$ cat src/include/hpr_consts.vh
`ifndef HPR_CONSTS_VH
`define HPR_CONSTS_VH

`define HPR_IO_ADDR_W 16
`define HPR_DATA_W 8
`define HPR_CHAN_W 3
`define HPR_NUM_CHAN 8

`define HPR_PORT_CH0 16'h0487
`define HPR_PORT_CH1 16'h0483
`define HPR_PORT_CH2 16'h0481
`define HPR_PORT_CH3 16'h0482
`define HPR_PORT_CH5 16'h048B
`define HPR_PORT_CH6 16'h0489
`define HPR_PORT_CH7 16'h048A

`define HPR_PORT_LOW_PAGE_CH2 16'h0081

`define HPR_RESET_VAL 8'h00
`define HPR_UNMAPPED_VAL 8'h00
`define HPR_NO_REG_CHAN 3'h4
`define HPR_CHAN2 3'h2

`endif

$ cat src/verilog/hpr_high_page_bank.v
`timescale 1ns/100ps
`include "hpr_consts.vh"

// Operation
// - active transfer of a channel other than 4 drives its stored byte on address bits 31..24 one cycle later.
// - a channel's base address write clears that channel's high page byte.
// - a write to low page port 81h clears channel 2's high page byte.
// - port 481h reads and writes channel 2's high page byte.
// - port 482h reads and writes channel 3, clearing like channel 2.
// - port 483h reads and writes channel 1, clearing like channel 2.
// - port 487h reads and writes channel 0, clearing like channel 2.
// - port 489h reads and writes channel 6, clearing like channel 2.
// - port 48Ah reads and writes channel 7, clearing like channel 2.
// - port 48Bh reads and writes channel 5, clearing like channel 2.
module hpr_high_page_bank
(
	input wire clock,
	input wire rst,
	input wire [15:0] io_addr,
	input wire io_wr,
	input wire io_rd,
	input wire [7:0] io_wdata,
	input wire [7:0] base_addr_wr,
	input wire [7:0] low_page_wr,
	input wire xfer_active,
	input wire [2:0] xfer_chan,
	output wire [7:0] io_rdata,
	output wire io_rd_hit,
	output wire [7:0] dma_addr_hi,
	output wire dma_addr_hi_valid
);

	reg [7:0] io_rdata_q;
	reg [7:0] io_rdata_d;
	reg io_rd_hit_q;
	reg io_rd_hit_d;
	reg [7:0] dma_addr_hi_q;
	reg [7:0] dma_addr_hi_d;
	reg dma_addr_hi_valid_q;
	reg dma_addr_hi_valid_d;
	reg [7:0] port_wr;
	reg [7:0] chan_clr;
	wire [3:0] wr_sel;
	wire [3:0] rd_sel;
	wire [63:0] page_flat;

	// port to channel decode: bit 3 set means hit, low bits the channel
	function [3:0] port_to_chan;
		input [15:0] addr;
		begin
			if (addr == `HPR_PORT_CH2)
				port_to_chan = {1'b1, 3'h2};
			else if (addr == `HPR_PORT_CH3)
				port_to_chan = {1'b1, 3'h3};
			else if (addr == `HPR_PORT_CH1)
				port_to_chan = {1'b1, 3'h1};
			else if (addr == `HPR_PORT_CH0)
				port_to_chan = {1'b1, 3'h0};
			else if (addr == `HPR_PORT_CH6)
				port_to_chan = {1'b1, 3'h6};
			else if (addr == `HPR_PORT_CH7)
				port_to_chan = {1'b1, 3'h7};
			else if (addr == `HPR_PORT_CH5)
				port_to_chan = {1'b1, 3'h5};
			else
				port_to_chan = 4'h0;
		end
	endfunction

	// pick one channel's byte out of the flattened bank
	function [7:0] pick_byte;
		input [63:0] flat;
		input [2:0] chan;
		begin
			pick_byte = flat[chan * 8 +: 8];
		end
	endfunction

	assign wr_sel = port_to_chan(io_addr);
	assign rd_sel = port_to_chan(io_addr);

	integer i;

	always @*
	begin
		port_wr = 8'h00;
		chan_clr = 8'h00;
		for (i = 0; i < `HPR_NUM_CHAN; i = i + 1)
		begin
			// per-channel clear, no cross-channel effect
			chan_clr[i] = base_addr_wr[i] | low_page_wr[i];
			if (io_wr && wr_sel[3] && (wr_sel[2:0] == i[2:0]))
				port_wr[i] = 1'b1;
		end
		if (io_wr && (io_addr == `HPR_PORT_LOW_PAGE_CH2))
			chan_clr[`HPR_CHAN2] = 1'b1;
		chan_clr[`HPR_NO_REG_CHAN] = 1'b0;
	end

	genvar g;
	generate
		for (g = 0; g < `HPR_NUM_CHAN; g = g + 1)
		begin : chan_gen
			if (g == 4)
			begin : no_reg
				assign page_flat[g * 8 +: 8] = `HPR_RESET_VAL;
			end
			else
			begin : has_reg
				hpr_page_cell u_cell
				(
					.clock(clock),
					.rst(rst),
					.wr_en(port_wr[g]),
					.clr_en(chan_clr[g]),
					.wr_data(io_wdata),
					.value(page_flat[g * 8 +: 8])
				);
			end
		end
	endgenerate

	always @*
	begin
		io_rd_hit_d = 1'b0;
		io_rdata_d = `HPR_UNMAPPED_VAL;
		if (io_rd && rd_sel[3])
		begin
			io_rd_hit_d = 1'b1;
			io_rdata_d = pick_byte(page_flat, rd_sel[2:0]);
		end
	end

	always @*
	begin
		dma_addr_hi_valid_d = 1'b0;
		dma_addr_hi_d = `HPR_RESET_VAL;
		if (xfer_active && (xfer_chan != `HPR_NO_REG_CHAN))
		begin
			dma_addr_hi_valid_d = 1'b1;
			dma_addr_hi_d = pick_byte(page_flat, xfer_chan);
		end
	end

	always @(posedge clock)
	begin
		if (rst)
		begin
			io_rdata_q <= `HPR_UNMAPPED_VAL;
			io_rd_hit_q <= 1'b0;
			dma_addr_hi_q <= `HPR_RESET_VAL;
			dma_addr_hi_valid_q <= 1'b0;
		end
		else
		begin
			io_rdata_q <= io_rdata_d;
			io_rd_hit_q <= io_rd_hit_d;
			dma_addr_hi_q <= dma_addr_hi_d;
			dma_addr_hi_valid_q <= dma_addr_hi_valid_d;
		end
	end

	assign io_rdata = io_rdata_q;
	assign io_rd_hit = io_rd_hit_q;
	assign dma_addr_hi = dma_addr_hi_q;
	assign dma_addr_hi_valid = dma_addr_hi_valid_q;

endmodule // hpr_high_page_bank

$ cat src/verilog/hpr_page_cell.v
`timescale 1ns/100ps
`include "hpr_consts.vh"

// one channel's upper address byte
module hpr_page_cell
(
	input wire clock,
	input wire rst,
	input wire wr_en,
	input wire clr_en,
	input wire [7:0] wr_data,
	output wire [7:0] value
);

	reg [7:0] value_q;
	reg [7:0] value_d;

	always @*
	begin
		value_d = value_q;
		// software write wins over a clear in the same cycle
		if (wr_en)
			value_d = wr_data;
		else if (clr_en)
			value_d = `HPR_RESET_VAL;
	end

	always @(posedge clock)
	begin
		if (rst)
			value_q <= `HPR_RESET_VAL;
		else
			value_q <= value_d;
	end

	assign value = value_q;

endmodule // hpr_page_cell
$ cat config.mk
export PLATFORM = sky130hd
export DESIGN_NAME = hpr_high_page_bank
export DESIGN_NICKNAME = d
export VERILOG_FILES = /design/src/verilog/hpr_high_page_bank.v /design/src/verilog/hpr_page_cell.v
export VERILOG_INCLUDE_DIRS = /design/src /design/src/include
export SDC_FILE = /design/constraint.sdc
export NUM_CORES = 1
export LEC_CHECK = 0
export ABC_AREA = 1
export ABC_CLOCK_PERIOD_IN_PS = 1350
export BUFFER_PORTS_ARGS = -buffer_cell sky130_fd_sc_hd__buf_2
export CELL_PAD_IN_SITES_DETAIL_PLACEMENT = 1
export CELL_PAD_IN_SITES_GLOBAL_PLACEMENT = 1
export CORE_MARGIN = 3
export CORE_UTILIZATION = 36
export DETAILED_ROUTE_END_ITERATION = 10
export PLACE_DENSITY_LB_ADDON = 0.1
export SETUP_SLACK_MARGIN = 0.1
export SKIP_CTS_REPAIR_TIMING = 1
export SLEW_MARGIN = 20
export SYNTH_ARGS = -nofsm -noshare
export SYNTH_HDL_FRONTEND = slang
export SYNTH_SLANG_ARGS = --single-unit
$ cat constraint.sdc
create_clock -name clock -period 1.35 [get_ports clock]
set_clock_uncertainty 0.1 [all_clocks]
set_input_delay 0.135 -clock clock [delete_from_list [all_inputs] [get_ports clock]]
set_output_delay 0.135 -clock clock [all_outputs]
set_load 0.01 [all_outputs]
==> impl_results.md <==
- Final worst slack: -0.193 ns
- Hold_ws: -0.00638 ns
- Clock Path Buffers: 2
- Post-synthesis register bit count: 74
- Critical Path Sink: chan_gen[3].has_reg.u_cell.value[5]
- Leak: 2.35 nW
- Most frequent cell after synthesis: nand3_1
- Wirelength per Cell: 21.7 um
- Final WL: 18300 um
- Sequential share of the synthesized area: 37.1%
- Core area: 10600 um2
- Overflow after GRT: 0
- Status: finished, violations left
- Yosys cell types: 29
- CTS tree: done
- CTS Buf Count: 9
- Reg2Reg Depth: 4
- Failing checks: hold timing, setup timing
- CTS root buffer: clkbuf_8
- Top cells by area, synth: dfxtp_1 37%, nand3_1 15%, nand2_1 9.7%
- Worst Setup SP: io_addr[9]
- Slew of the pin with the lowest slew margin: 0.817 ns
- RR Endpoint: dma_addr_hi[2]
- Via Count: 4906
- Post-Syn Area: 4000 um2
- DR pass1 iterations: 6
- Placed Cells: 816
- Fill count: 1332
- Layout net count: 753
- Cell count after synthesis: 584
- Chip Width: 111 um
- Maximum VDD drop: 0.742 mV
- Share of post-route cells with drive strength above 1: 42.3%
- Rows: 37
- RSZ-0062 raised after global routing: yes
- Synth Flop Type: dfxtp_1
- Number of flops mapped to enable cells by yosys: 0
- Endpoints failing hold: 2
- Largest net degree at the start of global routing: 32
- Post-DP HPWL: 12700 um
- Max Freq: 648 MHz
- Reg-to-reg setup timing slack: 0.11 ns
- Crit share post-route: 114%
- Worst hold path depth: 4
- Hold WC Path Type: input port to flop
- Synth top area share: 37.1%
- Syn nets: 632
- Worst slew margin: 45.3%
- Tot Pwr: 4.58 mW
- Clock transition at path regs: 0.08 ns
- Vias in the first global route: 4767
- Sink Count: 74
- WS Path Type: input port to flop
- Initial antenna violation count: 0
- Critical Path Source Type: input port
- Clk_lat worst skew: 0.38 ns
- First-pass GRT wire length: 26200 um
- H-tree depth: 3
- Critical Path Sink Type: flop
- CP Max Fanout: 8
- WP data arrival: 1.75 ns
- Slew Viols, Final: 0
- Antenna Violating Nets Remaining: 0
- Top Ports: 66
- Warnings, synthesis: 0
- Die height: 111 um
- Die footprint: 12400 um2
- Non-filler cells, final: 845
- Routability cong.: 0.922
- Avg Inst Size Synth: 6.85 um2
- FF-to-FF Start: chan_gen[1].has_reg.u_cell.value[2]
- Most frequent cells after synthesis: 121 x nand3_1, 103 x nand2_1, 77 x nor2_1
- Post-route minimum period: 1.54 ns
- Final-report setup violation count: 64
- Aggregate global-route resource usage: 27.3%
- CP required: 1.56 ns
- # diodes: 0
- Maximum capacitance violations: 0
- DR iter-0 viols: 388
- Cell taking the most area after synthesis: dfxtp_1
- DR DRC count: 0
- PD cells: 783 nW/um2
- Area Growth Syn to Fin: 46.2%
- Port bufs: 63
- Fraction of registers with async set/reset: 0%
- Initial Utilization: 37.9%
- Via density: 5.81
report_power, final:
part	switching, mW	leakage (nW)	total [mW]	internal (mW)
clock	0.878	0.106	1.87	0.994
combinational	0.346	1.64	0.514	0.169
sequential	0.00244	0.599	2.19	2.19
stage by stage:
stage / util [%] / hold WS (ns) / setup TNS (ns) / area [um2] / setup WS, ns
6_report: 55.4 / -0.00638 / -7.90 / 5850 / -0.193
5_1_grt: 55.4 / 0.0165 / -13.43 / 5850 / -0.284
4_1_cts: 49.7 / -0.114 / -6.56 / 5240 / -0.163
3_5_place_dp: 47.7 / 0.289 / -33.04 / 5040 / -0.563
3_3_place_gp: 47.7 / 0.278 / -30.23 / 5040 / -0.517
2_1_floorplan: - / 0.118 / -5.78 / 4160 / -0.117
flip-flops by register name (all words and copies together) (netlist names):
register                       cells
chan_gen.has_reg.u_cell.value     56
dma_addr_hi                        8
io_rdata                           8
dma_addr_hi_valid                  1
io_rd_hit                          1
cell type report:
type	instances	area, um2	share of cell area, %
timing repair buffer	134	1030	17.6
sequential	74	1490	25.4
multi-input combinational	456	2810	48.1
inverter	30	141	2.42
clock inverter	2	35.0	0.599
tap	136	170	2.91
clock buffer	13	169	2.89
routing by layer:
metal / routed length, um / vias to the layer above / global-route usage [%]
met1: 7570 / 2417 / 36.8
met2: 8760 / 208 / 42.8
met5: 0 / - / 0
met3: 1480 / 48 / 6.30
li1: - / 2233 / -
met4: 520 / 0 / 9.89
worst max-delay path, stage by stage:
cell and delay [ns]:
buf_2 0.11, nor2_4 0.09, nand2_2 0.07, nor2_4 0.19, buf_6 0.17, nand3_4 0.10, nand3_4 0.19, buf_6 0.14
nand2_4 0.06, nor2_4 0.13, buf_12 0.15, nand2_2 0.06, a21oi_2 0.13
worst min-delay path by stage:
stage                    startpoint  slack, ns                                   to
floorplan                       rst       0.12                    dma_addr_hi_valid
global placement        xfer_active       0.28                    dma_addr_hi_valid
detailed placement      xfer_active       0.29                    dma_addr_hi_valid
CTS                     xfer_active      -0.11                    dma_addr_hi_valid
global route        base_addr_wr[2]       0.02  chan_gen[2].has_reg.u_cell.value[5]
finish              base_addr_wr[2]     -0.006  chan_gen[2].has_reg.u_cell.value[5]
cells by family after synthesis:
| family | Yosys count | share of synthesized area, % |
|---|---|---|
| AO/OA/AOI/OAI | 118 | 16.2 |
| buffers and inverters | 56 | 6.45 |
| flip-flops | 74 | 37.1 |
| AND/OR/NAND/NOR | 336 | 40.3 |
cells in the final DEF (no fill, tap or decap), drive strengths merged, types with 3 or more instances in the layout:
cell    count
clkbuf     13
inv        29
o21ai      30
nor2       88
o21bai      8
a211oi      8
nor3        8
nand3     127
o22ai       3
a31oi       8
nand2     115
buf       133
a21oi      61
dfxtp      74
(Power assumes the default switching activity.)
